**config.mk**
```make
export PLATFORM = sky130hd
export DESIGN_NAME = branch_and_subroutine_flow_unit
export DESIGN_NICKNAME = d
export VERILOG_FILES = /design/src/rtl/flow_pkg.sv /design/src/rtl/branch_and_subroutine_flow_unit.sv
export SDC_FILE = /design/constraint.sdc
export NUM_CORES = 1
export LEC_CHECK = 0
export BUFFER_PORTS_ARGS = -buffer_cell sky130_fd_sc_hd__buf_2
export CORE_MARGIN = 4
export CORE_UTILIZATION = 30
export DETAILED_ROUTE_END_ITERATION = 6
export PLACE_DENSITY = 0.5
export SYNTH_ARGS = -nofsm -noshare
export SYNTH_HDL_FRONTEND = slang
export SYNTH_SLANG_ARGS = --single-unit
```
**constraint.sdc**
```tcl
create_clock -name clk -period 18.2 [get_ports clk]
set_clock_uncertainty 0.15 [all_clocks]
set_input_delay 3.64 -clock clk [delete_from_list [all_inputs] [get_ports clk]]
set_output_delay 3.64 -clock clk [all_outputs]
set_load 0.005 [all_outputs]
```
**src/rtl/flow_pkg.sv**
```systemverilog
package flow_pkg;
	// ****************************
	// Sequencer states
	// ****************************
	typedef enum logic [10:0] {
		ST_IDLE  = 11'h001,
		ST_BITRD = 11'h002,
		ST_INDH  = 11'h004,
		ST_INDL  = 11'h008,
		ST_INDPG = 11'h010,
		ST_PUSHH = 11'h020,
		ST_PUSHL = 11'h040,
		ST_PUSHP = 11'h080,
		ST_POPPG = 11'h100,
		ST_POPH  = 11'h200,
		ST_POPL  = 11'h400
	} state_t;
	// ****************************
	// Command kinds and conditions
	// ****************************
	localparam logic [3:0] K_SHORT = 4'h0, K_LONG = 4'h1, K_BSET = 4'h2,
		K_BCLR = 4'h3, K_LOOP = 4'h4, K_JUMP = 4'h5, K_SUBREL = 4'h6,
		K_SUBABS = 4'h7, K_PCALL = 4'h8, K_RTS = 4'h9, K_RTC = 4'ha;
	localparam logic [3:0] C_ALWAYS = 4'h0, C_NEVER = 4'h1, C_CC = 4'h2,
		C_CS = 4'h3, C_EQ = 4'h4, C_MI = 4'h5, C_NE = 4'h6, C_PL = 4'h7,
		C_VC = 4'h8, C_VS = 4'h9, C_HI = 4'ha, C_LS = 4'hb, C_GE = 4'hc,
		C_GT = 4'hd, C_LE = 4'he, C_LT = 4'hf;
	localparam logic [2:0] SEL_A = 3'h0, SEL_B = 3'h1, SEL_D = 3'h2,
		SEL_X = 3'h3, SEL_Y = 3'h4, SEL_SP = 3'h5;
	localparam logic [1:0] LM_DEC = 2'h0, LM_INC = 2'h1, LM_TEST = 2'h2;
	// ****************************
	// Field positions
	// ****************************
	localparam int CMD_KIND = 0, CMD_COND = 4, CMD_SEL = 8, CMD_MODE = 11;
	localparam int CMD_ZERO = 13, CMD_IND = 14;
	localparam int FLG_C = 0, FLG_V = 1, FLG_Z = 2, FLG_N = 3;
	localparam int STAT_BUSY = 0, STAT_TAKEN = 1, STAT_DONE = 2;
	// ****************************
	// Register offsets
	// ****************************
	localparam logic [7:0] OFS_CMD = 8'h00, OFS_STATUS = 8'h04,
		OFS_FLAGS = 8'h08, OFS_PC = 8'h0c, OFS_SP = 8'h10,
		OFS_PAGE = 8'h14, OFS_DISP = 8'h18, OFS_TARGET = 8'h1c,
		OFS_MASK = 8'h20, OFS_ACCD = 8'h24, OFS_X = 8'h28, OFS_Y = 8'h2c,
		OFS_NEWPG = 8'h30, OFS_NONE = 8'hfc;
	localparam logic [23:0] ADDR_HI_ZERO = 24'h000000;
	// ****************************
	// Constants and reset values
	// ****************************
	localparam logic [15:0] ONE = 16'h0001, TWO = 16'h0002;
	localparam logic [15:0] THREE = 16'h0003, RST_SP = 16'h0000;
	localparam logic [15:0] RST_PC = 16'h0000;
	localparam logic [7:0] ZERO8 = 8'h00;
endpackage

```
**src/rtl/branch_and_subroutine_flow_unit.sv**
```systemverilog
`timescale 1ns/10ps
// Summary of operation
// Taken short branch adds sign-extended 8-bit displacement to PC.
// Short displacement spans -128..127 from address after the instruction.
// Taken long branch adds signed 16-bit displacement to PC.
// Long displacement spans -32768..32767, reaching the whole 64K map.
// Always-form always branches, never-form never; both use displacement.
// Simple branches test one flag: C, Z, N or V, set or clear.
// Unsigned: higher C|Z=0, same-or-higher C=0, lower C=1, lower-same C|Z=1.
// Signed: GE N^V=0, LT N^V=1, GT Z|(N^V)=0, LE Z|(N^V)=1.
// Long branches test same conditions; long lower tests carry set.
// Bit branches read byte, mask it; all-ones or all-zeros selects taken.
// Bit branches use signed 8-bit displacement after the instruction.
// Loop counter is A, B, D, X, Y or SP; dec, inc or test forms.
// Loop branches use signed 9-bit displacement, -256..255.
// Dec and inc forms update counter first, then test zero or nonzero.
// Test-only forms leave counter alone, branch on zero or nonzero.
// Jump loads PC with a 16-bit absolute or computed target.
// Calls lower SP by two, stack return high then low, load target.
// Return reads high at SP, low at SP+1 into PC, SP rises two.
// Paged call stacks return, then old page at SP-3, loads new page.
// Paged page is immediate; indirect form fetches target and page.
// Paged return restores page, then PC from next two bytes, SP+3.
// Paged call and return work whether or not memory is expanded.
// Untaken branch continues at next instruction, PC unchanged.
// Flags never change; loop forms always write counter back.
module branch_and_subroutine_flow_unit
	import flow_pkg::*;
(
	input  wire logic        clk,
	input  wire logic        rst_b,
	input  wire logic        ce,
	input  wire logic        hsel,
	input  wire logic [31:0] haddr,
	input  wire logic [1:0]  htrans,
	input  wire logic        hwrite,
	input  wire logic [2:0]  hsize,
	input  wire logic [31:0] hwdata,
	input  wire logic        hready,
	output logic      [31:0] hrdata,
	output logic             hreadyout,
	output logic             hresp,
	output logic             memReq,
	output logic             memWe,
	output logic      [15:0] memAddr,
	output logic      [7:0]  memWdata,
	input  wire logic [7:0]  memRdata,
	input  wire logic        memAck
);
	// ****************************
	// State
	// ****************************
	typedef struct packed {
		state_t      fsm;
		logic        hready;
		logic        hresp;
		logic        rdPend;
		logic [7:0]  rdOfs;
		logic        wrPend;
		logic [7:0]  wrOfs;
		logic [31:0] hrdata;
		logic [15:0] cmd;
		logic [3:0]  flags;
		logic [15:0] pc;
		logic [15:0] sp;
		logic [7:0]  page;
		logic [7:0]  newPage;
		logic [15:0] disp;
		logic [15:0] target;
		logic [15:0] dest;
		logic [7:0]  mask;
		logic [7:0]  a;
		logic [7:0]  b;
		logic [15:0] x;
		logic [15:0] y;
		logic [7:0]  hiByte;
		logic        taken;
		logic        done;
		logic        memReq;
		logic        memWe;
		logic [15:0] memAddr;
		logic [7:0]  memWdata;
	} st_t;

	localparam st_t ST_RST = '{fsm: ST_IDLE, hready: 1'b1, pc: RST_PC,
		sp: RST_SP, default: '0};

	st_t         st_ff;
	st_t         nxt_st;
	logic [15:0] cmdIn;
	logic        startFire;
	logic        condOk;
	logic        bitOk;
	logic [15:0] shortDest;
	logic [15:0] longDest;
	logic [15:0] loopDest;
	logic [15:0] loopCnt;
	logic        loopZero;
	logic [15:0] popWord;

	// ****************************
	// Functions
	// ****************************
	function automatic logic [15:0] sx8(input logic [7:0] v);
		return {{8{v[7]}}, v};
	endfunction

	function automatic logic [15:0] sx9(input logic [8:0] v);
		return {{7{v[8]}}, v};
	endfunction

	function automatic logic condHolds(input logic [3:0] cc,
		input logic [3:0] f);
		logic c;
		logic v;
		logic z;
		logic n;
		c = f[FLG_C];
		v = f[FLG_V];
		z = f[FLG_Z];
		n = f[FLG_N];
		unique case (cc)
			C_ALWAYS: return 1'b1;
			C_NEVER:  return 1'b0;
			C_CC:     return !c;
			C_CS:     return c;
			C_EQ:     return z;
			C_MI:     return n;
			C_NE:     return !z;
			C_PL:     return !n;
			C_VC:     return !v;
			C_VS:     return v;
			C_HI:     return !(c | z);
			C_LS:     return c | z;
			C_GE:     return !(n ^ v);
			C_GT:     return !(z | (n ^ v));
			C_LE:     return z | (n ^ v);
			C_LT:     return n ^ v;
		endcase
	endfunction

	function automatic logic [15:0] cntRead(input logic [2:0] sel,
		input st_t s);
		case (sel)
			SEL_A:   return {ZERO8, s.a};
			SEL_B:   return {ZERO8, s.b};
			SEL_D:   return {s.a, s.b};
			SEL_X:   return s.x;
			SEL_Y:   return s.y;
			default: return s.sp;
		endcase
	endfunction

	function automatic logic [31:0] rdMux(input logic [7:0] ofs,
		input st_t s);
		case (ofs)
			OFS_CMD:    return {16'h0000, s.cmd};
			OFS_STATUS: return {29'h00000000, s.done, s.taken,
				s.fsm != ST_IDLE};
			OFS_FLAGS:  return {28'h0000000, s.flags};
			OFS_PC:     return {16'h0000, s.pc};
			OFS_SP:     return {16'h0000, s.sp};
			OFS_PAGE:   return {24'h000000, s.page};
			OFS_DISP:   return {16'h0000, s.disp};
			OFS_TARGET: return {16'h0000, s.target};
			OFS_MASK:   return {24'h000000, s.mask};
			OFS_ACCD:   return {16'h0000, s.a, s.b};
			OFS_X:      return {16'h0000, s.x};
			OFS_Y:      return {16'h0000, s.y};
			OFS_NEWPG:  return {24'h000000, s.newPage};
			default:    return 32'h00000000;
		endcase
	endfunction

	// ****************************
	// Decision datapath
	// ****************************
	assign cmdIn     = hwdata[15:0];
	assign startFire = ce && st_ff.wrPend && st_ff.wrOfs == OFS_CMD &&
		st_ff.fsm == ST_IDLE;
	assign condOk    = condHolds(cmdIn[CMD_COND +: 4], st_ff.flags);
	assign shortDest = st_ff.pc + sx8(st_ff.disp[7:0]);
	assign longDest  = st_ff.pc + st_ff.disp;
	assign loopDest  = st_ff.pc + sx9(st_ff.disp[8:0]);
	assign bitOk     = st_ff.cmd[CMD_KIND +: 4] == K_BSET ?
		((~memRdata & st_ff.mask) == ZERO8) :
		((memRdata & st_ff.mask) == ZERO8);
	assign popWord   = {st_ff.hiByte, memRdata};

	always_comb begin
		logic [15:0] cnt;
		logic        byteCnt;
		cnt = cntRead(cmdIn[CMD_SEL +: 3], st_ff);
		byteCnt = cmdIn[CMD_SEL +: 3] == SEL_A ||
			cmdIn[CMD_SEL +: 3] == SEL_B;
		unique case (cmdIn[CMD_MODE +: 2])
			LM_DEC:  loopCnt = cnt - ONE;
			LM_INC:  loopCnt = cnt + ONE;
			default: loopCnt = cnt;
		endcase
		loopZero = byteCnt ? loopCnt[7:0] == ZERO8 :
			loopCnt == 16'h0000;
	end

	// ****************************
	// Next state
	// ****************************
	always_comb begin
		nxt_st = st_ff;
		// Read data phase: one wait state, then data
		if (st_ff.rdPend) begin
			nxt_st.hrdata = rdMux(st_ff.rdOfs, st_ff);
			nxt_st.hready = 1'b1;
			nxt_st.rdPend = 1'b0;
		end
		nxt_st.wrPend = 1'b0;
		// Write data phase; registers frozen while sequencing
		if (st_ff.wrPend && st_ff.fsm == ST_IDLE) begin
			case (st_ff.wrOfs)
				OFS_FLAGS:  nxt_st.flags = hwdata[3:0];
				OFS_PC:     nxt_st.pc = hwdata[15:0];
				OFS_SP:     nxt_st.sp = hwdata[15:0];
				OFS_PAGE:   nxt_st.page = hwdata[7:0];
				OFS_DISP:   nxt_st.disp = hwdata[15:0];
				OFS_TARGET: nxt_st.target = hwdata[15:0];
				OFS_MASK:   nxt_st.mask = hwdata[7:0];
				OFS_ACCD:   {nxt_st.a, nxt_st.b} = hwdata[15:0];
				OFS_X:      nxt_st.x = hwdata[15:0];
				OFS_Y:      nxt_st.y = hwdata[15:0];
				OFS_NEWPG:  nxt_st.newPage = hwdata[7:0];
				default: ;
			endcase
		end
		// Address phase
		if (hsel && htrans[1] && hready && st_ff.hready) begin
			if (hwrite) begin
				nxt_st.wrPend = 1'b1;
				nxt_st.wrOfs = haddr[31:8] == ADDR_HI_ZERO ?
					haddr[7:0] : OFS_NONE;
			end else begin
				nxt_st.rdPend = 1'b1;
				nxt_st.hready = 1'b0;
				nxt_st.rdOfs = haddr[31:8] == ADDR_HI_ZERO ?
					haddr[7:0] : OFS_NONE;
			end
		end
		// Command start
		if (startFire) begin
			nxt_st.cmd = cmdIn;
			nxt_st.done = 1'b1;
			nxt_st.taken = 1'b0;
			case (cmdIn[CMD_KIND +: 4])
				K_SHORT: begin
					nxt_st.taken = condOk;
					if (condOk)
						nxt_st.pc = shortDest;
				end
				K_LONG: begin
					nxt_st.taken = condOk;
					if (condOk)
						nxt_st.pc = longDest;
				end
				K_BSET, K_BCLR: begin
					nxt_st.done = 1'b0;
					nxt_st.fsm = ST_BITRD;
					nxt_st.memAddr = st_ff.target;
				end
				K_LOOP: begin
					case (cmdIn[CMD_SEL +: 3])
						SEL_A:   nxt_st.a = loopCnt[7:0];
						SEL_B:   nxt_st.b = loopCnt[7:0];
						SEL_D:   {nxt_st.a, nxt_st.b} = loopCnt;
						SEL_X:   nxt_st.x = loopCnt;
						SEL_Y:   nxt_st.y = loopCnt;
						default: nxt_st.sp = loopCnt;
					endcase
					nxt_st.taken = loopZero == cmdIn[CMD_ZERO];
					if (loopZero == cmdIn[CMD_ZERO])
						nxt_st.pc = loopDest;
				end
				K_JUMP: begin
					nxt_st.taken = 1'b1;
					nxt_st.pc = st_ff.target;
				end
				K_SUBREL, K_SUBABS, K_PCALL: begin
					nxt_st.done = 1'b0;
					nxt_st.dest = cmdIn[CMD_KIND +: 4] == K_SUBREL ?
						shortDest : st_ff.target;
					if (cmdIn[CMD_KIND +: 4] == K_PCALL && cmdIn[CMD_IND])
					begin
						nxt_st.fsm = ST_INDH;
						nxt_st.memAddr = st_ff.target;
					end else begin
						nxt_st.fsm = ST_PUSHH;
						nxt_st.memAddr = st_ff.sp - TWO;
						nxt_st.memWdata = st_ff.pc[15:8];
					end
				end
				K_RTS, K_RTC: begin
					nxt_st.done = 1'b0;
					nxt_st.fsm = cmdIn[CMD_KIND +: 4] == K_RTC ?
						ST_POPPG : ST_POPH;
					nxt_st.memAddr = st_ff.sp;
				end
				default: ;
			endcase
		end
		// Memory sequencing, one byte per acknowledge
		if (st_ff.memReq && memAck) begin
			unique case (st_ff.fsm)
				ST_BITRD: begin
					nxt_st.taken = bitOk;
					if (bitOk)
						nxt_st.pc = shortDest;
					nxt_st.fsm = ST_IDLE;
				end
				ST_INDH: begin
					nxt_st.dest[15:8] = memRdata;
					nxt_st.fsm = ST_INDL;
					nxt_st.memAddr = st_ff.memAddr + ONE;
				end
				ST_INDL: begin
					nxt_st.dest[7:0] = memRdata;
					nxt_st.fsm = ST_INDPG;
					nxt_st.memAddr = st_ff.memAddr + ONE;
				end
				ST_INDPG: begin
					nxt_st.newPage = memRdata;
					nxt_st.fsm = ST_PUSHH;
					nxt_st.memAddr = st_ff.sp - TWO;
					nxt_st.memWdata = st_ff.pc[15:8];
				end
				ST_PUSHH: begin
					nxt_st.fsm = ST_PUSHL;
					nxt_st.memAddr = st_ff.sp - ONE;
					nxt_st.memWdata = st_ff.pc[7:0];
				end
				ST_PUSHL: begin
					if (st_ff.cmd[CMD_KIND +: 4] == K_PCALL) begin
						nxt_st.fsm = ST_PUSHP;
						nxt_st.memAddr = st_ff.sp - THREE;
						nxt_st.memWdata = st_ff.page;
					end else begin
						nxt_st.sp = st_ff.sp - TWO;
						nxt_st.pc = st_ff.dest;
						nxt_st.taken = 1'b1;
						nxt_st.fsm = ST_IDLE;
					end
				end
				ST_PUSHP: begin
					nxt_st.sp = st_ff.sp - THREE;
					nxt_st.page = st_ff.newPage;
					nxt_st.pc = st_ff.dest;
					nxt_st.taken = 1'b1;
					nxt_st.fsm = ST_IDLE;
				end
				ST_POPPG: begin
					nxt_st.page = memRdata;
					nxt_st.fsm = ST_POPH;
					nxt_st.memAddr = st_ff.memAddr + ONE;
				end
				ST_POPH: begin
					nxt_st.hiByte = memRdata;
					nxt_st.fsm = ST_POPL;
					nxt_st.memAddr = st_ff.memAddr + ONE;
				end
				ST_POPL: begin
					nxt_st.pc = popWord;
					nxt_st.sp = st_ff.sp +
						(st_ff.cmd[CMD_KIND +: 4] == K_RTC ? THREE : TWO);
					nxt_st.taken = 1'b1;
					nxt_st.fsm = ST_IDLE;
				end
				default: nxt_st.fsm = ST_IDLE;
			endcase
			if (nxt_st.fsm == ST_IDLE)
				nxt_st.done = 1'b1;
		end
		nxt_st.memReq = nxt_st.fsm != ST_IDLE;
		nxt_st.memWe = nxt_st.fsm == ST_PUSHH || nxt_st.fsm == ST_PUSHL ||
			nxt_st.fsm == ST_PUSHP;
	end

	always_ff @(posedge clk) begin
		if (!rst_b)
			st_ff <= ST_RST;
		else if (ce)
			st_ff <= nxt_st;
	end

	assign hrdata    = st_ff.hrdata;
	assign hreadyout = st_ff.hready;
	assign hresp     = st_ff.hresp;
	assign memReq    = st_ff.memReq;
	assign memWe     = st_ff.memWe;
	assign memAddr   = st_ff.memAddr;
	assign memWdata  = st_ff.memWdata;
endmodule

```
* Yosys cells after proc, flatten, opt, wreduce, memory -nomap -nowiden
Cells that the tools add are included.
** Operators by class
- Add/subtract/negate cells :: 10
- Equal/unequal tests :: 74
- Mux-type cells :: 75
- Bitwise logic cells :: 7
- Reductions and logical operators :: 48
** Operator list (count)
- $mux 16 :: 20
- $pmux 16 s13 :: 1
- $mux 48 :: 4
- $pmux 16 s4 :: 3
- $pmux 16 s3 :: 2
- $eq 8x6->1 const B :: 10
- $mux 8 :: 10
- $mux 80 :: 1
- $pmux 16 s5 :: 1
- $pmux 11 s7 :: 1
- $mux 24 :: 3
- $eq 8x5->1 const B :: 8
- $mux 32 :: 2
- $eq 4x4->1 const B :: 13
- $add 16x16->16 :: 3
- $logic_not 8->1 :: 5
- $mux 11 :: 3
- $pmux 11 s3 :: 1
- $add 16x1->16 const B :: 2
- $eq 4x3->1 const B :: 8
- $eq 8x4->1 const B :: 4
- $pmux 16 s2 :: 1
- $pmux 8 s2 :: 2
- $sub 16x1->16 const B :: 2
- 51 further kinds :: 104
** Storage, ports and cells
- Bits in registers :: 270
- Input bits :: 84
- Output and inout port bits :: 60
- Logic and storage cells :: 242

* Longest topological paths before layout
- Depth in word-level cells :: 13
- Depth in mapped cells :: 24
- Gate-level depth less buffers :: 18

* Worst setup path after synthesis
Ideal clock, no wire load.
- Path kind :: in2reg
- Start :: input port hwdata[10]
- End :: register st_ff[186] in the netlist's numbering
- Setup time :: 0.120 ns
- Arrival time :: 7.997 ns
- Required time :: 17.930 ns
- Slack :: 9.932 ns
- Stages :: 20
- Buffers on the path :: 5
- Cells stage by stage :: buf_2 > buf_4 > buf_2 > buf_4 > mux2i_1 > o21ai_0 > a221o_1 > ha_1 > a2111oi_1 > a21oi_1 > o31ai_1 > o221ai_1 > nor4bb_1 > a41oi_1 > a41o_1 > nor2_1 > buf_6 > mux2_1 > a21oi_1 > nor3_1
** Between the ends
- Longest elaborated chain between the ends :: 13
- Elaborated cells on any way between the ends :: 21
- Those cells by class :: 2 x add/sub; 5 x eq/ne; 10 x mux; 4 x reduce/logical
** Ends and longest elaborated chain
- start: declaration :: line branch_and_subroutine_flow_unit.sv:38 : input wire logic [31:0] hwdata,
- $eq 3x3->1, or another cell as far along :: line branch_and_subroutine_flow_unit.sv:144 : case (sel)
- $pmux 16 s5 :: line branch_and_subroutine_flow_unit.sv:144
- $add 16x1->16 / $sub 16x1->16 (equally long branches) :: line branch_and_subroutine_flow_unit.sv:198, branch_and_subroutine_flow_unit.sv:197
- $pmux 16 s2 :: line branch_and_subroutine_flow_unit.sv:196 : unique case (cmdIn[CMD_MODE +: 2])
- $logic_not 16->1 / $logic_not 8->1 (equally long branches) :: line branch_and_subroutine_flow_unit.sv:202, branch_and_subroutine_flow_unit.sv:201
- $mux 1 * :: line branch_and_subroutine_flow_unit.sv:201 : loopZero = byteCnt ? loopCnt[7:0] == ZERO8 :
- $eq 1x1->1 * :: line branch_and_subroutine_flow_unit.sv:278 : if (loopZero == cmdIn[CMD_ZERO])
- $mux 16 * :: line branch_and_subroutine_flow_unit.sv:278
- $pmux 16 s4 * :: line branch_and_subroutine_flow_unit.sv:252 : case (cmdIn[CMD_KIND +: 4])
- $mux 32 * :: line branch_and_subroutine_flow_unit.sv:248 : if (startFire) begin
- $mux 32 / $mux 16 (equally long branches) :: line branch_and_subroutine_flow_unit.sv:339, branch_and_subroutine_flow_unit.sv:313
- $pmux 16 s4 :: line branch_and_subroutine_flow_unit.sv:310 : unique case (st_ff.fsm)
- $mux 48 * :: line branch_and_subroutine_flow_unit.sv:309 : if (st_ff.memReq && memAck) begin
- end signal: assignment :: line branch_and_subroutine_flow_unit.sv:388 : st_ff <= nxt_st;
- end: declaration :: line branch_and_subroutine_flow_unit.sv:88 : st_t st_ff;
Mark *: on every way between the ends. The rest lies on a longest branch, timed or not.
A chain may end at the register's enable or synchronous reset.

* Final worst setup path
- Start :: input port hwdata[12]
- End :: register st_ff[173] in the netlist's numbering
** Between the ends
- Longest elaborated chain between the ends :: 11
- Elaborated cells on any way between the ends :: 14
- Those cells by class :: 2 x eq/ne; 9 x mux; 3 x reduce/logical
** Ends and longest elaborated chain (line)
- $eq 2x1->1 / $logic_not 2->1 (equally long branches) :: branch_and_subroutine_flow_unit.sv:196
- $pmux 16 s2 * :: branch_and_subroutine_flow_unit.sv:196
- $logic_not 16->1 / $logic_not 8->1 (equally long branches) :: branch_and_subroutine_flow_unit.sv:202, branch_and_subroutine_flow_unit.sv:201
- $mux 1 * :: branch_and_subroutine_flow_unit.sv:201
- $eq 1x1->1 * :: branch_and_subroutine_flow_unit.sv:278
- $mux 16 * :: branch_and_subroutine_flow_unit.sv:278
- $pmux 16 s4 * :: branch_and_subroutine_flow_unit.sv:252
- $mux 32 * :: branch_and_subroutine_flow_unit.sv:248
- $mux 32 / $mux 16 (equally long branches) :: branch_and_subroutine_flow_unit.sv:339, branch_and_subroutine_flow_unit.sv:313
- $pmux 16 s4 :: branch_and_subroutine_flow_unit.sv:310
- $mux 48 * :: branch_and_subroutine_flow_unit.sv:309
Marks and branches as above.

==> impl_results.md <==
* GRT overflow at 0
* Port Buf Inserts at about 110
* Post-synth top cells: nor2_1 (386), dfxtp_1 (254), a21oi_1 (253), clkbuf_1 (197)
* Slew Viols, Final at 0
* Global Route Usage Sum at 0.260
* Status: finished with violations
* Antenna violations before repair at 4
* Routed WL per cell at approximately 28 µm
* Top Ports at about 140
* Fillers at around 7000
* Count leader, synth: nor2_1
* Register area at around 5100 µm²
* Total CTS buffers at 34
* Least-Margin Pin Slew at 1.29 ns
* Worst EP required at 18.55 ns
* Clk Latency, worst-skew pair at approximately 0.57 ns
* CTS tree: built
* Max-Cap Viols at 0
* Clk buf depth at 3
* Cell area after synthesis at 19800 µm²
* Post-CTS Resized at 0
* Synth async-reset ratio at 0
* Sequential fraction of the synthesis area at 0.257
* Static Leakage at between 8 and 9 nW
* WL final at around 97 mm
* Core box area at about 65000 µm²
* RSZ-0062 raised after global routing: false
* Largest net degree at the start of global routing at slightly below 90
* Crit path launch type: input pin
* Fin crit period at 9.77 ns
* Share of cells above drive strength 1 at 0.101
* CP Cell Sequence: buf_2 -> inv_1 -> nand2_1 -> ha_1 -> a2111oi_1 -> a21oi_1 -> o31ai_1 -> o221ai_1 -> nor4bb_1 -> a41oi_1 -> a41o_1 -> nor3_2 -> or2_1 -> a222oi_1 -> o21ai_1
* Area occupied by multi-input gates at 13300 µm²
* Final HPWL DP at between 60 and 70 mm
* Hold Violations, Final at 0
* Overall power at approximately 1.6 mW
* Pre-CTS WS at roughly 8.0 ns
* Commonest register cell after synthesis: dfxtp_1
* Instance area at placement at between 20000 and 25000 µm²
* Crit share post-route at 0.537
* Nets at around 2800
* Final GP Congestion at around 0.95
* Post-synth cell types at just under 90
* Slowest CP cell: a2111oi_1
* Vias in the first global route at 20960
* Peak Freq at just over 0.1 GHz
* Remaining DRCs at 1
* Synth area leaders: dfxtp_1 (26%), nor2_1 (7.3%), a21oi_1 (6.4%)
* Cells after Synth at about 2700
* Yosys warns at 0
* Die Wd at between 200 and 300 µm
* Clock sinks at roughly 250
* Via density at 6.39
* Starting Density at 0.305
* Die area at roughly 70000 µm²
* Slew HR at 0.139
* Htree depth at 2
* Setup-failing EPs final at 0
* Worst vdd ir at 0.0000485 V
* Post-CTS Hold Fix Bufs at 0
* Row cnt at 93
* #FFs+latches synth at approximately 250
* P per Cell Area at between 70 and 80 nW/µm²
* Crit path kind: in -> reg
* Design Area, Final at roughly 22000 µm²
* Failing checks: DRC
* Via count at around 22000
* CP peak stage delay at between 0.9 and 1 ns
* Die H at 265 µm
* Post-synth EDFFs at 0
* Clock-pin slew on the worst setup and hold paths at about 0.060 ns
* First DRT Iteration DRCs at 2782
* Share of the synthesized area in the top cell type at 0.257
* Root buf cell: clkbuf_16
* Worst-path maximum fanout at 34
* Setup Fix Bufs, Post-CTS at 0
* CP Data Arrival Time at ~10 ns
* Router iterations before antenna repair at 7
* Leading area contributor after synthesis: dfxtp_1
* Final TNS setup at 0 ns
* Synth Area per Inst at about 7.4 µm²
* Layout area overhead at 10.1%
* Min-Delay Path Class: reg -> reg
* Min setup slack post-route at ~8.4 ns
* First-pass GRT wire length at 140 mm
* Worst setup EP type: flop
* Antenna Nets Post-Route at 0
-- metrics by stage --
| stage | utilization | hold slack (ns) | instances |
|---|---|---|---|
| CTS | 0.336 | 0.334 | 3500 |
| global placement | 0.317 | 0.306 | 3441 |
| global route | 0.336 | 0.364 | 3500 |
| detailed placement | 0.317 | 0.308 | 3441 |
| floorplan | - | 0.291 | 2707 |
| finish | 0.336 | 0.326 | 3506 |
-- cells by family after synthesis --
group / after synthesis / synth area share
compound gates: 1018 / 0.343
xor+xnor: 84 / 0.0371
fa+ha+maj: 54 / 0.0349
buf+inv: 336 / 0.0784
flops: 254 / 0.257
mux: 119 / 0.0610
other cells: 1 / 0.000189
simple gates: 825 / 0.189
-- path summary, 6_finish.rpt --
| check | startpoint | endpoint | slack, ns | depth (start not counted) |
|---|---|---|---|---|
| worst min-delay path | memWe | memWe | 0.33 | 2 |
| worst max register to register | st_ff[163] | st_ff[173] | 12.03 | 15 |
| worst min register to register | memWe | memWe | 0.33 | 2 |
| worst max-delay path | hwdata[12] | st_ff[173] | 8.43 | 15 |
-- area by class of cell --
class,count,area share
Multi-Input combinational cell,2117,0.609
Clock inverter,12,0.00866
Clock buffer,47,0.0458
Sequential cell,254,0.233
Timing Repair Buffer,167,0.0456
Antenna cell,6,0.000688
Tap cell,855,0.0490
Inverter,48,0.00849
-- cell usage in the layout, fill, tap and decap left out, drive strengths merged, types with 10 or more instances in the layout --
cell | synthesis | routed
nor2 | 386 | 386
dfxtp | 254 | 254
a21oi | 253 | 253
o21ai | 184 | 184
nand2 | 171 | 171
buf | 91 | 167
mux2i | 108 | 108
o22ai | 106 | 106
a22oi | 75 | 75
a211oi | 67 | 67
a222oi | 55 | 55
nand3 | 52 | 52
ha | 52 | 52
nor3 | 51 | 51
inv | 47 | 51
clkbuf | 197 | 47
xnor2 | 44 | 44
a221oi | 42 | 42
xor2 | 40 | 40
o221ai | 30 | 30
o211ai | 29 | 29
a31oi | 29 | 29
and3 | 26 | 26
a21o | 21 | 21
nand2b | 19 | 19
nand4 | 19 | 19
nor4 | 19 | 19
conb | 1 | 17
o2111ai | 16 | 16
o31ai | 13 | 13
or2 | 12 | 12
or3 | 11 | 11
nor2b | 11 | 11
mux2 | 11 | 11
o21a | 10 | 10
o211a | 10 | 10
and2 | 10 | 10
-- sequential cells by signal (all words and copies together), names as in the netlist --
name       cells
memWe          1
popWord        8
st_ff        203
memReq         1
hrdata        16
hreadyout      1
memAddr       16
memWdata       8
-- per-layer routing --
metal / wire (µm) / part of all wire / track usage
met3: 8950 / 0.093 / 0.0561
met5: 0 / 0 / 0
met4: 4730 / 0.049 / 0.113
met2: 43100 / 0.45 / 0.414
met1: 39900 / 0.41 / 0.340
-- critical path: cells and delay by family --
family                   cells  cell delay, ns
AO/OA/AOI/OAI                8            2.50
adder cells (fa/ha/maj)      1            0.45
AND/OR/NAND/NOR              4            2.20
buffers and inverters        2            1.29
-- report_power, final --
group	switching, mW	internal, mW	total (mW)	leakage (nW)
registers	0.0168	0.566	0.583	2.06
clock network	0.295	0.443	0.738	0.589
logic	0.197	0.0852	0.282	5.64
total	0.509	1.09	1.60	8.29
(Power assumes the default switching activity.)
